$ cat src/design/bpt_pkg.sv
// Package: offsets, reset values and threshold scaling for the battery threshold registers
package bpt_pkg;

  // ==========================================================
  // Register offsets
  localparam logic [7:0] BPT_OFS_VOLT_ALARM = 8'h01; // Battery voltage alarm level
  localparam logic [7:0] BPT_OFS_CURR_LIMIT = 8'h02; // Battery current limit level
  localparam logic [7:0] BPT_OFS_CURR_ALARM = 8'h03; // Battery current alarm level

  // ==========================================================
  // Reset values
  localparam logic [7:0] BPT_RST_VOLT_ALARM = 8'h1C; // Code 011100, 3500 mV plus 28 steps
  localparam logic [7:0] BPT_RST_CURR_LIMIT = 8'h3D; // Code 0111101, 8.1 A
  localparam logic [7:0] BPT_RST_CURR_ALARM = 8'h3C; // Code 0111100

  // ==========================================================
  // Field positions
  localparam int BPT_OFF_BIT = 7;        // Disable bit in every register
  localparam int BPT_VCODE_MSB = 5;      // Voltage code is bits 5..0
  localparam int BPT_ICODE_MSB = 6;      // Current codes are bits 6..0
  localparam logic [7:0] BPT_VOLT_WMASK = 8'hBF; // Bit 6 reserved, reads zero

  // ==========================================================
  // Threshold scaling, voltage in mV and current in mA
  localparam logic [15:0] BPT_VOLT_BASE_MV = 16'h0DAC; // 3500 mV
  localparam logic [15:0] BPT_VOLT_STEP_MV = 16'h0019; // 25 mV
  localparam logic [15:0] BPT_VOLT_MAX_MV = 16'hFFFF;  // No clamp on voltage
  localparam logic [15:0] BPT_CURR_BASE_MA = 16'h07D0; // 2000 mA
  localparam logic [15:0] BPT_CURR_STEP_MA = 16'h0064; // 100 mA
  localparam logic [15:0] BPT_CURR_MAX_MA = 16'h2710;  // 10000 mA clamp

  // ==========================================================
  // Comparator channel indices
  localparam int BPT_CH_VALARM = 0; // Voltage alarm
  localparam int BPT_CH_ILIMIT = 1; // Current limit
  localparam int BPT_CH_IALARM = 2; // Current alarm
  localparam int BPT_NUM_CH = 3;    // Channel count

  // ==========================================================
  // Serial slave states
  typedef enum logic [3:0] {
    BPT_ST_IDLE,
    BPT_ST_ADDR,
    BPT_ST_AACK,
    BPT_ST_PTR,
    BPT_ST_PACK,
    BPT_ST_WR,
    BPT_ST_WACK,
    BPT_ST_RD,
    BPT_ST_RACK
  } bpt_state_t;

endpackage

$ cat src/design/bpt_cmp_if.sv
// Interface: one threshold comparator channel
interface bpt_cmp_if;
  logic [6:0] code;   // Threshold code
  logic off;          // Disable bit
  logic [15:0] level; // Measured value
  logic above;        // Measured value above threshold and enabled

  // ==========================================================
  // Comparator side and register side
  modport cmp (input code, input off, input level, output above);
  modport regs (output code, output off, output level, input above);
endinterface

$ cat src/design/bpt_threshold_cmp.sv
// Comparator: decodes a threshold code and compares a measured value
module bpt_threshold_cmp
  import bpt_pkg::*;
#(
  parameter logic [15:0] BASE = 16'h0000, // Threshold at code zero
  parameter logic [15:0] STEP = 16'h0001, // Weight of one code step
  parameter logic [15:0] MAX = 16'hFFFF   // Saturation value
) (
  bpt_cmp_if.cmp ch // Comparator channel
);

  logic [15:0] full; // Unclamped threshold
  logic [15:0] thr;  // Effective threshold

  // ==========================================================
  // Decode and compare
  always_comb begin
    full = BASE + 16'(ch.code) * STEP;
    thr = (full > MAX) ? MAX : full;
    ch.above = !ch.off && (ch.level > thr);
  end

endmodule

$ cat src/design/bpt_threshold_regs.sv
// Battery threshold register bank with serial slave and alarm comparators
// How it works
// - register-reset command restores all; watchdog ignored
// - voltage alarm is 3.5 V plus 25 mV steps
// - voltage alarm register resets to 0x1C
// - voltage above alarm level raises interrupt
// - current limit is 2 A plus 100 mA steps
// - current limit saturates at 10 A
// - current limit register resets to 0x3D
// - current above limit disables the output
// - current alarm uses same 2 A, 100 mA scale
// - current alarm register resets to 0x3C
// - current above alarm level raises interrupt
module bpt_threshold_regs
  import bpt_pkg::*;
#(
  parameter logic [6:0] DEV_ADDR = 7'h65 // Slave address, value arbitrary
) (
  input wire logic ref_clk,               // Clock, 250 MHz
  input wire logic rst,                   // Async reset, active high
  input wire logic ce,                    // Clock enable, freezes all state when low
  input wire logic scl_in,                // Serial clock from host
  input wire logic sda_in,                // Serial data level on the wire
  output logic sda_out,                   // Serial data drive value, always low
  output logic sda_oe,                    // Serial data pull-down enable
  input wire logic reg_reset_cmd,         // Register-reset command pulse
  input wire logic [15:0] batt_voltage_mv, // Measured battery voltage, mV
  input wire logic [15:0] batt_current_ma, // Measured battery current, mA
  output logic batt_voltage_alarm,        // Voltage alarm level
  output logic batt_current_alarm,        // Current alarm level
  output logic output_disable,            // Overcurrent protection: output off
  output logic alarm_int                  // One-cycle pulse on a new alarm
);

  // ==========================================================
  // Registers and serial slave state
  logic [7:0] volt_alarm_reg; // Battery voltage alarm level
  logic [7:0] curr_limit_reg; // Battery current limit level
  logic [7:0] curr_alarm_reg; // Battery current alarm level
  bpt_state_t state;          // Serial slave state
  logic scl_q;                // Previous serial clock sample
  logic sda_q;                // Previous serial data sample
  logic [3:0] bit_cnt;        // Bits moved in current byte
  logic [7:0] shift_in;       // Received byte
  logic [7:0] tx_byte;        // Byte being sent
  logic [7:0] ptr;            // Register pointer
  logic rnw;                  // Transfer direction, high for read
  logic wr_en;                // Register write strobe
  logic [7:0] wr_data;        // Register write data
  logic [7:0] rd_data;        // Read mux output
  logic scl_rise;             // Serial clock rising
  logic scl_fall;             // Serial clock falling
  logic bus_start;            // Start condition
  logic bus_stop;             // Stop condition
  logic [BPT_NUM_CH-1:0] above; // Comparator results

  // Edge and condition detection
  assign scl_rise = scl_in && !scl_q;
  assign scl_fall = !scl_in && scl_q;
  assign bus_start = scl_in && scl_q && sda_q && !sda_in;
  assign bus_stop = scl_in && scl_q && !sda_q && sda_in;

  // ==========================================================
  // Read mux, unmapped offsets read zero
  always_comb begin
    if (ptr == BPT_OFS_VOLT_ALARM) begin
      rd_data = volt_alarm_reg;
    end else if (ptr == BPT_OFS_CURR_LIMIT) begin
      rd_data = curr_limit_reg;
    end else if (ptr == BPT_OFS_CURR_ALARM) begin
      rd_data = curr_alarm_reg;
    end else begin
      rd_data = 8'h00;
    end
  end

  // ==========================================================
  // Line sampling
  always_ff @(posedge ref_clk or posedge rst) begin
    if (rst) begin
      scl_q <= 1'b1;
      sda_q <= 1'b1;
    end else if (ce) begin
      scl_q <= scl_in;
      sda_q <= sda_in;
    end
  end

  // ==========================================================
  // Serial slave sequencer
  always_ff @(posedge ref_clk or posedge rst) begin
    if (rst) begin
      state <= BPT_ST_IDLE;
      bit_cnt <= 4'h0;
      shift_in <= 8'h00;
      tx_byte <= 8'h00;
      ptr <= 8'h00;
      rnw <= 1'b0;
      sda_oe <= 1'b0;
      wr_en <= 1'b0;
      wr_data <= 8'h00;
    end else if (ce) begin
      wr_en <= 1'b0;
      if (bus_start) begin
        // Start or repeated start: expect address
        state <= BPT_ST_ADDR;
        bit_cnt <= 4'h0;
        sda_oe <= 1'b0;
      end else if (bus_stop) begin
        // Stop: release and go idle
        state <= BPT_ST_IDLE;
        sda_oe <= 1'b0;
      end else begin
        case (state)
          BPT_ST_ADDR, BPT_ST_PTR, BPT_ST_WR: begin
            // Receive a byte, then acknowledge on the falling edge
            if (scl_rise) begin
              shift_in <= {shift_in[6:0], sda_in};
              bit_cnt <= bit_cnt + 4'h1;
            end else if (scl_fall && bit_cnt == 4'h8) begin
              if (state == BPT_ST_ADDR) begin
                if (shift_in[7:1] == DEV_ADDR) begin
                  sda_oe <= 1'b1;
                  rnw <= shift_in[0];
                  state <= BPT_ST_AACK;
                end else begin
                  state <= BPT_ST_IDLE;
                end
              end else if (state == BPT_ST_PTR) begin
                sda_oe <= 1'b1;
                ptr <= shift_in;
                state <= BPT_ST_PACK;
              end else begin
                sda_oe <= 1'b1;
                wr_en <= 1'b1;
                wr_data <= shift_in;
                state <= BPT_ST_WACK;
              end
            end
          end
          BPT_ST_AACK: begin
            // Address acknowledged: read starts sending, write takes pointer
            if (scl_fall) begin
              bit_cnt <= 4'h0;
              if (rnw) begin
                tx_byte <= rd_data;
                sda_oe <= !rd_data[7];
                state <= BPT_ST_RD;
              end else begin
                sda_oe <= 1'b0;
                state <= BPT_ST_PTR;
              end
            end
          end
          BPT_ST_PACK: begin
            // Pointer acknowledged
            if (scl_fall) begin
              sda_oe <= 1'b0;
              bit_cnt <= 4'h0;
              state <= BPT_ST_WR;
            end
          end
          BPT_ST_WACK: begin
            // Data acknowledged, pointer advances
            if (scl_fall) begin
              sda_oe <= 1'b0;
              bit_cnt <= 4'h0;
              ptr <= ptr + 8'h01;
              state <= BPT_ST_WR;
            end
          end
          BPT_ST_RD: begin
            // Send a byte, most significant bit first
            if (scl_rise) begin
              bit_cnt <= bit_cnt + 4'h1;
            end else if (scl_fall) begin
              if (bit_cnt == 4'h8) begin
                sda_oe <= 1'b0;
                state <= BPT_ST_RACK;
              end else begin
                tx_byte <= {tx_byte[6:0], 1'b0};
                sda_oe <= !tx_byte[6];
              end
            end
          end
          BPT_ST_RACK: begin
            // Host ack continues the read, nack ends it
            if (scl_rise) begin
              if (sda_in) begin
                state <= BPT_ST_IDLE;
              end else begin
                ptr <= ptr + 8'h01;
              end
            end else if (scl_fall) begin
              bit_cnt <= 4'h0;
              tx_byte <= rd_data;
              sda_oe <= !rd_data[7];
              state <= BPT_ST_RD;
            end
          end
          default: begin
            // Idle: wait for a start
            sda_oe <= 1'b0;
          end
        endcase
      end
    end
  end

  // ==========================================================
  // Threshold registers; reset command wins over a write
  always_ff @(posedge ref_clk or posedge rst) begin
    if (rst) begin
      volt_alarm_reg <= BPT_RST_VOLT_ALARM;
      curr_limit_reg <= BPT_RST_CURR_LIMIT;
      curr_alarm_reg <= BPT_RST_CURR_ALARM;
    end else if (ce) begin
      if (reg_reset_cmd) begin
        // No watchdog input reaches these registers
        volt_alarm_reg <= BPT_RST_VOLT_ALARM;
        curr_limit_reg <= BPT_RST_CURR_LIMIT;
        curr_alarm_reg <= BPT_RST_CURR_ALARM;
      end else if (wr_en) begin
        if (ptr == BPT_OFS_VOLT_ALARM) begin
          volt_alarm_reg <= wr_data & BPT_VOLT_WMASK;
        end else if (ptr == BPT_OFS_CURR_LIMIT) begin
          curr_limit_reg <= wr_data;
        end else if (ptr == BPT_OFS_CURR_ALARM) begin
          curr_alarm_reg <= wr_data;
        end
      end
    end
  end

  // ==========================================================
  // Comparator channels
  bpt_cmp_if ch_if[BPT_NUM_CH] ();

  assign ch_if[BPT_CH_VALARM].code = {1'b0, volt_alarm_reg[BPT_VCODE_MSB:0]};
  assign ch_if[BPT_CH_VALARM].off = volt_alarm_reg[BPT_OFF_BIT];
  assign ch_if[BPT_CH_VALARM].level = batt_voltage_mv;
  assign ch_if[BPT_CH_ILIMIT].code = curr_limit_reg[BPT_ICODE_MSB:0];
  assign ch_if[BPT_CH_ILIMIT].off = curr_limit_reg[BPT_OFF_BIT];
  assign ch_if[BPT_CH_ILIMIT].level = batt_current_ma;
  assign ch_if[BPT_CH_IALARM].code = curr_alarm_reg[BPT_ICODE_MSB:0];
  assign ch_if[BPT_CH_IALARM].off = curr_alarm_reg[BPT_OFF_BIT];
  assign ch_if[BPT_CH_IALARM].level = batt_current_ma;

  // One comparator per channel, scale chosen by channel
  for (genvar i = 0; i < BPT_NUM_CH; i++) begin : g_cmp
    bpt_threshold_cmp #(
      .BASE((i == BPT_CH_VALARM) ? BPT_VOLT_BASE_MV : BPT_CURR_BASE_MA),
      .STEP((i == BPT_CH_VALARM) ? BPT_VOLT_STEP_MV : BPT_CURR_STEP_MA),
      .MAX((i == BPT_CH_VALARM) ? BPT_VOLT_MAX_MV : BPT_CURR_MAX_MA)
    ) u_cmp (
      .ch(ch_if[i])
    );
    assign above[i] = ch_if[i].above;
  end

  // ==========================================================
  // Alarm, protection and interrupt outputs
  always_ff @(posedge ref_clk or posedge rst) begin
    if (rst) begin
      batt_voltage_alarm <= 1'b0;
      batt_current_alarm <= 1'b0;
      output_disable <= 1'b0;
      alarm_int <= 1'b0;
      sda_out <= 1'b0;
    end else if (ce) begin
      batt_voltage_alarm <= above[BPT_CH_VALARM];
      batt_current_alarm <= above[BPT_CH_IALARM];
      output_disable <= above[BPT_CH_ILIMIT];
      // New alarm crossing raises a pulse toward the host
      alarm_int <= (above[BPT_CH_VALARM] && !batt_voltage_alarm)
        || (above[BPT_CH_IALARM] && !batt_current_alarm);
      sda_out <= 1'b0;
    end
  end

endmodule

$ cat config.mk
export PLATFORM = sky130hd
export DESIGN_NAME = bpt_threshold_regs
export DESIGN_NICKNAME = d
export VERILOG_FILES = /design/src/design/bpt_pkg.sv /design/src/design/bpt_cmp_if.sv /design/src/design/bpt_threshold_cmp.sv /design/src/design/bpt_threshold_regs.sv
export SDC_FILE = /design/constraint.sdc
export NUM_CORES = 1
export LEC_CHECK = 0
export BUFFER_PORTS_ARGS = -buffer_cell sky130_fd_sc_hd__buf_2
export CAP_MARGIN = 10
export CORE_ASPECT_RATIO = 0.8
export CORE_MARGIN = 2
export CORE_UTILIZATION = 40
export DETAILED_ROUTE_END_ITERATION = 12
export PLACE_DENSITY = 0.65
export SLEW_MARGIN = 20
export SYNTH_ARGS = -nofsm -noshare
export SYNTH_HDL_FRONTEND = slang
export SYNTH_HIERARCHICAL = 1
export SYNTH_SLANG_ARGS = --single-unit
$ cat constraint.sdc
create_clock -name ref_clk -period 14 [get_ports ref_clk]
set_input_delay 1.4 -clock ref_clk [delete_from_list [all_inputs] [get_ports ref_clk]]
set_output_delay 1.4 -clock ref_clk [all_outputs]
set_load 0.05 [all_outputs]
==> summary.txt, run 1 <==
Die
  • Initial Util: 40.75%
  • Die area: approximately 0.02 mm^2
  • I/O Pins: between 40 and 50
  • Die height: approximately 130 um
  • Die W: 159.4 um
  • Rows: between 40 and 50
  • Core ar.: 0.01897 mm^2

Cells and area
  • Most common cell after layout, fill and taps aside: ha_1
  • Synth-to-Final Area Change: 9.612%
  • Most frequent cells in the layout: ha_1 (131), inv_1 (72), a21oi_1 (61)
  • # diodes: 0
  • Post-Layout Cell Count: 1155
  • NumNets Final: between 1000 and 1500
  • Share of cells above drive strength 1: between 10% and 20%
  • Design area: ~0.0085 mm^2

Synth
  • Seq/Total Area, Yosys: a little under a quarter
  • Cell Area, Synth: between 0.007 and 0.008 mm^2
  • Yosys reg bits: just over 70
  • Syn Area/Cell: between 9 and 10 um^2
  • Synthesized instance count: 857
  • Fraction of registers with async set/reset: 100.0%
  • EDFF count, synth: 0
  • Synth warn: 6
  • Synth unique cells: 101
  • Most used DFF post-synth: dfrtp_1

Outcome
  • Status: finished clean

STA
  • RSZ-0062 raised after global routing: no
  • Final period util: between 30 and 40%
  • Final Hold Fails: 0
  • Slew HR: 32.86%
  • Setup TNS: 0 ns
  • Setup-failing EPs final: 0
  • Slew @ Worst Pin: slightly above 1 ns
  • Clock Skew: ~0.0084 ns
  • Post-layout min period: roughly 5.5 ns
  • Fin. max-slew vios: 0
  • Fmax: 181.4 MHz

Worst setup path
  • Crit Path Class: reg -> reg
  • CP startpoint: curr_alarm_reg[2]$_DFFE_PP1P_
  • Worst-path fanout max: 8
  • FF-to-FF Start: curr_alarm_reg[2]$_DFFE_PP1P_
  • Critical Path Start Type: register
  • Crit end category: register
  • CP required: roughly 14 ns
  • Arrival time at the worst endpoint: 5.74 ns

Placed design
  • RePlAce Congestion: 0.8716
  • Placed cell count: around 1100
  • Area after DPL: 0.008173 mm^2
  • Port Buffers: 42
  • Dpl hpwl: 13180 um

CTS
  • CTS tree: yes
  • CTS sink cnt: 71
  • Worst-Skew Late Latency: ~0.34 ns
  • Post-CTS Setup Bufs: 0
  • Root Buffer: clkbuf_16
  • Reg clk slew, reported paths: 0.07 ns
  • Post-cts sizing count: 0
  • Clock Path Buffers: 2
  • Hold buffers post-CTS: 0
  • CTS Buf Count: 9
  • CTS H-Tree Depth: 3

Routing
  • Post-DRT Antenna Nets: 0
  • Starting DRT DRC Count: around 370
  • Routed length per instance: between 10 and 15 um
  • Total Wirelength: approximately 17000 um
  • Vias/cell: 5.453
  • DRC: 0
  • Drt pass-1 iters: 5
  • Vias: around 6300

Flow run
  • Max-capacitance violation count: 0

Global routing
  • Pin count of the biggest net entering global routing: 72
  • Gr ovfl total: 0
  • Initial antenna violation count: 0
  • First-pass GRT wire length: approximately 28000 um
  • Vias in the first global route: 5772
  • GR Util All Layers: 16.51%

Worst hold path
  • Hold path startpoint: tx_byte[1]$_DFFE_PP0P_
  • Worst min path class: reg -> reg

Power and ir drop
  • Worst VDD drop: 0.00009973 V
  • Leakage: ~0.004 uW
  • Power Dens Cells: between 150 and 200 mW/mm^2
-- cells by family after synthesis --
kind of cell    Yosys count  share of synthesized area, %
simple gates            243                         17.35
compound gates          241                         22.38
fa+ha+maj               138                         23.01
buf+inv                  98                         5.129
flops                    71                         23.20
mux                      39                         5.712
xor+xnor                 24                         3.074
other cells               3                        0.1456
-- power by group --
| part | leakage (uW) | switching [uW] | internal [uW] |
|---|---|---|---|
| registers | 0.000894 | 65.7 | 245 |
| clock network | 0.000147 | 95.3 | 140 |
| logic | 0.00285 | 452 | 343 |
-- worst paths after layout --
path	to	slack [ns]	cells past startpoint
worst max-delay path	batt_current_alarm$_DFFE_PP0P_	8.49	20
worst min-delay path	tx_byte[1]$_DFFE_PP0P_	0.51	1
worst max register to register	batt_current_alarm$_DFFE_PP0P_	8.49	20
worst min register to register	tx_byte[1]$_DFFE_PP0P_	0.51	1
max in group asynchronous	shift_in[7]$_DFFE_PP0P_	12.09	3
min in group asynchronous	ptr[2]$_DFFE_PP0P_	1.33	3
-- metal layers --
layer | wire, um | up-vias | global-route usage, %
li1 | - | 3217 | -
met1 | 8878 | 2923 | 24.92
met2 | 6876 | 144 | 24.60
met3 | 798 | 14 | 3.256
met4 | 133 | 0 | 2.995
met5 | 0 | - | 0
-- per-stage QoR --
stage                     worst slack [ns]  power (uW)  utilization [%]  hold slack (ns)
after floorplan                      8.788       947.3                -           0.4705
after global placement               8.600        1096            43.07           0.4931
after detailed placement             8.484        1104            43.07           0.4984
after CTS                            8.481        1346            44.67           0.5123
after global routing                 8.065        1469            44.67           0.5192
final                                8.487        1341            44.67           0.5109
-- layout make-up --
type	count	area [um^2]
well taps	258	322.8
fillers	1834	10500
repair buffers	43	217.7
flip-flops and latches	71	1794
inverters	75	281.5
clock inverters	7	77.57
multi-input cells	692	5557
clock buffers	9	225.2
-- Yosys cell counts (14+ instances only) --
master / count / share of area (%)
ha_1: 131 / 21
nand2_1: 55 / 2.7
a21o_1: 14 / 1.4
o21a_1: 14 / 1.4
inv_1: 73 / 3.5
mux2_2: 30 / 4.4
dfrtp_1: 57 / 18
o21ai_0: 39 / 2.5
nand3_1: 26 / 1.7
dfstp_2: 14 / 4.8
nand2b_1: 15 / 1.2
a21oi_1: 61 / 3.9
nor2_1: 48 / 2.3
-- critical path, cell delays in order, from the launching register on --
cell and delay [ns]:
dfstp_2 0.61, ha_1 0.26, ha_1 0.31, fa_1 0.46
ha_1 0.38, xnor2_1 0.18, or3_1 0.37, o21bai_4 0.19
or2_0 0.31, o22a_4 0.26, a211oi_2 0.34, o21ai_0 0.13
ha_1 0.29, nor2b_1 0.14, o21a_1 0.17, o21a_1 0.17
o21a_1 0.17, o21a_1 0.15, o21ai_0 0.14, a31oi_1 0.11
mux2_2 0.27
Power figures use the tool's default switching activity.
==> run 2, diff against run 1 <==
==> constraint.sdc (replaced) <==
create_clock -name ref_clk -period 5.8 [get_ports ref_clk]
set_input_delay 0.58 -clock ref_clk [delete_from_list [all_inputs] [get_ports ref_clk]]
set_output_delay 0.58 -clock ref_clk [all_outputs]
set_load 0.05 [all_outputs]
==> run 2 against run 1 <==
Final area increased by 0.90%; global-route usage rose by 0.25 points; utilization is 0.40 points higher; count of clock-buffer cells in the layout is the same; non-clock buffer count is 5 higher; combinational power rose by 140%; worst hold slack lost 0.011 ns; clock power is 130% higher; routed wire length rose by 1.4%; sequential power increased by 140%; sequential share of layout area is 0.19 points lower; clock skew up 0.0010 ns; largest cell class unchanged; largest power group unchanged.
==> summary.txt, run 2 (synthesis results as in run 1) <==
Routing
  • Vias/cell: 5.502 (was 5.453)
  • Routed length per instance: 14.59 um (was 14.45 um)
  • Total Wirelength: 16920 um (was 16690 um)
  • Drt pass-1 iters: 5 (unchanged)
  • Starting DRT DRC Count: 447 (was 373)
  • Post-DRT Antenna Nets: 0 (unchanged)
  • Vias: 6382 (was 6298)
  • DRC: 0 (unchanged)

STA
  • Final period util: 92.96% (was 39.38%)
  • Clock Skew: 0.009436 ns (was 0.008419 ns)
  • RSZ-0062 raised after global routing: no (unchanged)
  • Fin. max-slew vios: 0 (unchanged)
  • Setup TNS: 0 ns (unchanged)
  • Slew HR: 31.30% (was 32.86%)
  • Post-layout min period: 5.392 ns (was 5.513 ns)
  • Final Hold Fails: 0 (unchanged)
  • Slew @ Worst Pin: 1.030 ns (was 1.007 ns)
  • Setup-failing EPs final: 0 (unchanged)
  • Fmax: 185.5 MHz (was 181.4 MHz)

Power and ir drop
  • Leakage: 0.003926 uW (was 0.003887 uW)
  • Power Dens Cells: 378.5 mW/mm^2 (was 158.3 mW/mm^2)
  • Worst VDD drop: 0.0002237 V (was 0.00009973 V)

Worst setup path
  • Crit end category: register (unchanged)
  • CP required: 6.03 ns (was 14.23 ns)
  • Worst Path Buf+Inv: 0 (unchanged)
  • Worst-path fanout max: 8 (unchanged)
  • Most frequent CP cell: o21a_1
  • CP peak stage delay: 0.61 ns (about the same)
  • Critical Path Start Type: register (unchanged)
  • Cell family contributing the most delay on the critical path: compound AO/OA/AOI/OAI gates (unchanged)
  • Slowest cell on the critical path: dfstp_2 (unchanged)
  • Crit-path cells: ha_1 -> ha_1 -> fa_1 -> ha_2 -> xnor2_1 -> or3_1 -> o21bai_4 -> or2_1 -> o22a_4 -> a211oi_4 -> o21ai_0 -> ha_1 -> nor2b_1 -> o21a_1 -> o21a_1 -> o21a_1 -> o21a_1 -> o21ai_0 -> a31oi_1 -> mux2_2 (was ha_1 -> ha_1 -> fa_1 -> ha_1 -> xnor2_1 -> or3_1 -> o21bai_4 -> or2_0 -> o22a_4 -> a211oi_2 -> o21ai_0 -> ha_1 -> nor2b_1 -> o21a_1 -> o21a_1 -> o21a_1 -> o21a_1 -> o21ai_0 -> a31oi_1 -> mux2_2)
  • Arrival time at the worst endpoint: 5.62 ns (was 5.74 ns)
  • Crit Path Class: reg -> reg (unchanged)

Cells and area
  • # diodes: 0 (unchanged)
  • Synth-to-Final Area Change: 10.60% (was 9.612%)
  • Most frequent cells in the layout: ha_1 (130), inv_1 (72), a21oi_1 (61) (was ha_1 (131), inv_1 (72), a21oi_1 (61))
  • Post-Layout Cell Count: 1160 (was 1155)
  • Fillers: 1854 (was 1834)
  • Sequential standard cell area: 0.001794 mm^2 (unchanged)
  • Multi-input gate area: 0.005602 mm^2 (was 0.005557 mm^2)
  • NumNets Final: 1073 (was 1068)
  • Most common cell after layout, fill and taps aside: ha_1 (unchanged)
  • Share of cells above drive strength 1: 17.96% (was 16.83%)

CTS
  • Root Buffer: clkbuf_16 (unchanged)
  • CTS Buf Count: 9 (unchanged)
  • CTS sink cnt: 71 (unchanged)
  • CTS tree: yes (unchanged)
  • Worst-Skew Late Latency: 0.34 ns (about the same)
  • CTS H-Tree Depth: 3 (unchanged)
  • Clock Path Buffers: 2 (unchanged)
  • Reg clk slew, reported paths: 0.06 ns (was 0.07 ns)

Placed design
  • Port Buffers: 42 (unchanged)
  • RePlAce Congestion: 0.8786 (was 0.8716)
  • Placed cell count: 1141 (was 1139)
  • Dpl hpwl: 13340 um (was 13180 um)

Die
  • Initial Util: 40.75% (unchanged)
  • Die area: 0.02047 mm^2 (unchanged)
  • I/O Pins: 44 (unchanged)
  • Rows: 45 (unchanged)
  • Die height: 128.4 um (unchanged)
  • Die W: 159.4 um (unchanged)
  • Core ar.: 0.01897 mm^2 (unchanged)

Global routing
  • Gr ovfl total: 0 (unchanged)
  • GR Util All Layers: 16.76% (was 16.51%)
  • Vias in the first global route: 5861 (was 5772)
  • Pin count of the biggest net entering global routing: 72 (unchanged)
  • First-pass GRT wire length: 28570 um (was 28030 um)
  • Initial antenna violation count: 0 (unchanged)

Flow run
  • Max-capacitance violation count: 0 (unchanged)

Outcome
  • Status: finished clean (unchanged)

Worst hold path
  • Worst min path class: in -> reg (was reg -> reg)
[run 2: path summary, 6_finish.rpt]
check / cells past startpoint / slack [ns] / endpoint / startpoint
min in group asynchronous: 3 / 0.51 / ptr[2]$_DFFE_PP0P_ / rst
max in group asynchronous: 3 / 4.71 / ptr[5]$_DFFE_PP0P_ / rst
min: 3 / 0.50 / scl_q$_DFFE_PP1P_ / scl_in
max: 20 / 0.41 / batt_current_alarm$_DFFE_PP0P_ / curr_alarm_reg[2]$_DFFE_PP1P_
max reg2reg: 20 / 0.41 / batt_current_alarm$_DFFE_PP0P_ / curr_alarm_reg[2]$_DFFE_PP1P_
min reg2reg: 2 / 0.51 / volt_alarm_reg[3]$_DFFE_PP1P_ / volt_alarm_reg[3]$_DFFE_PP1P_
[run 2: per-stage QoR]
stage	area [um^2]	utilization (%)	power, uW	hold slack, ns	setup slack [ns]
after floorplan	7747	-	2287	0.4705	0.5884
after global placement	8188	43.15	2647	0.4925	0.3859
after detailed placement	8188	43.15	2681	0.4960	0.3044
after CTS	8484	44.71	3247	0.5016	0.2921
after global routing	8552	45.07	3565	0.5189	0.02479
final	8552	45.07	3237	0.5003	0.4080
[run 2: cell type report]
cell class	count	share of cell area, %
Multi-Input combinational cell	692	65.50
Sequential cell	71	20.98
Tap cell	258	3.775
Inverter	75	3.292
Timing Repair Buffer	48	2.985
Clock buffer	9	2.634
Clock inverter	7	0.8339
[run 2: metal layers]
layer,track usage [%],vias to the layer above,part of all wire [%]
met5,0,-,0
met4,3.316,0,1.1
met3,3.063,24,5.5
met2,25.50,163,41
met1,24.93,2966,52
li1,-,3229,-
[run 2: worst min-delay path, delay by kind of cell]
family                 cells  cell delay [ns]
AO/OA/AOI/OAI              1             0.07
AND/OR/NAND/NOR            1             0.05
buffers and inverters      1             0.12
[run 2: timing repair]
item / in CTS / in global routing
hold buffers: 0 / 0
gates resized for setup: 0 / 9
setup buffers: 0 / 3
endpoints found under the setup margin: 0 / 2
[run 2: power breakdown]
group	internal, uW	total (uW)	switching, uW	leakage, uW
registers	592	751	159	0.000894
logic	837	1940	1100	0.00288
clock network	333	548	215	0.000150
total	1760	3240	1480	0.00393
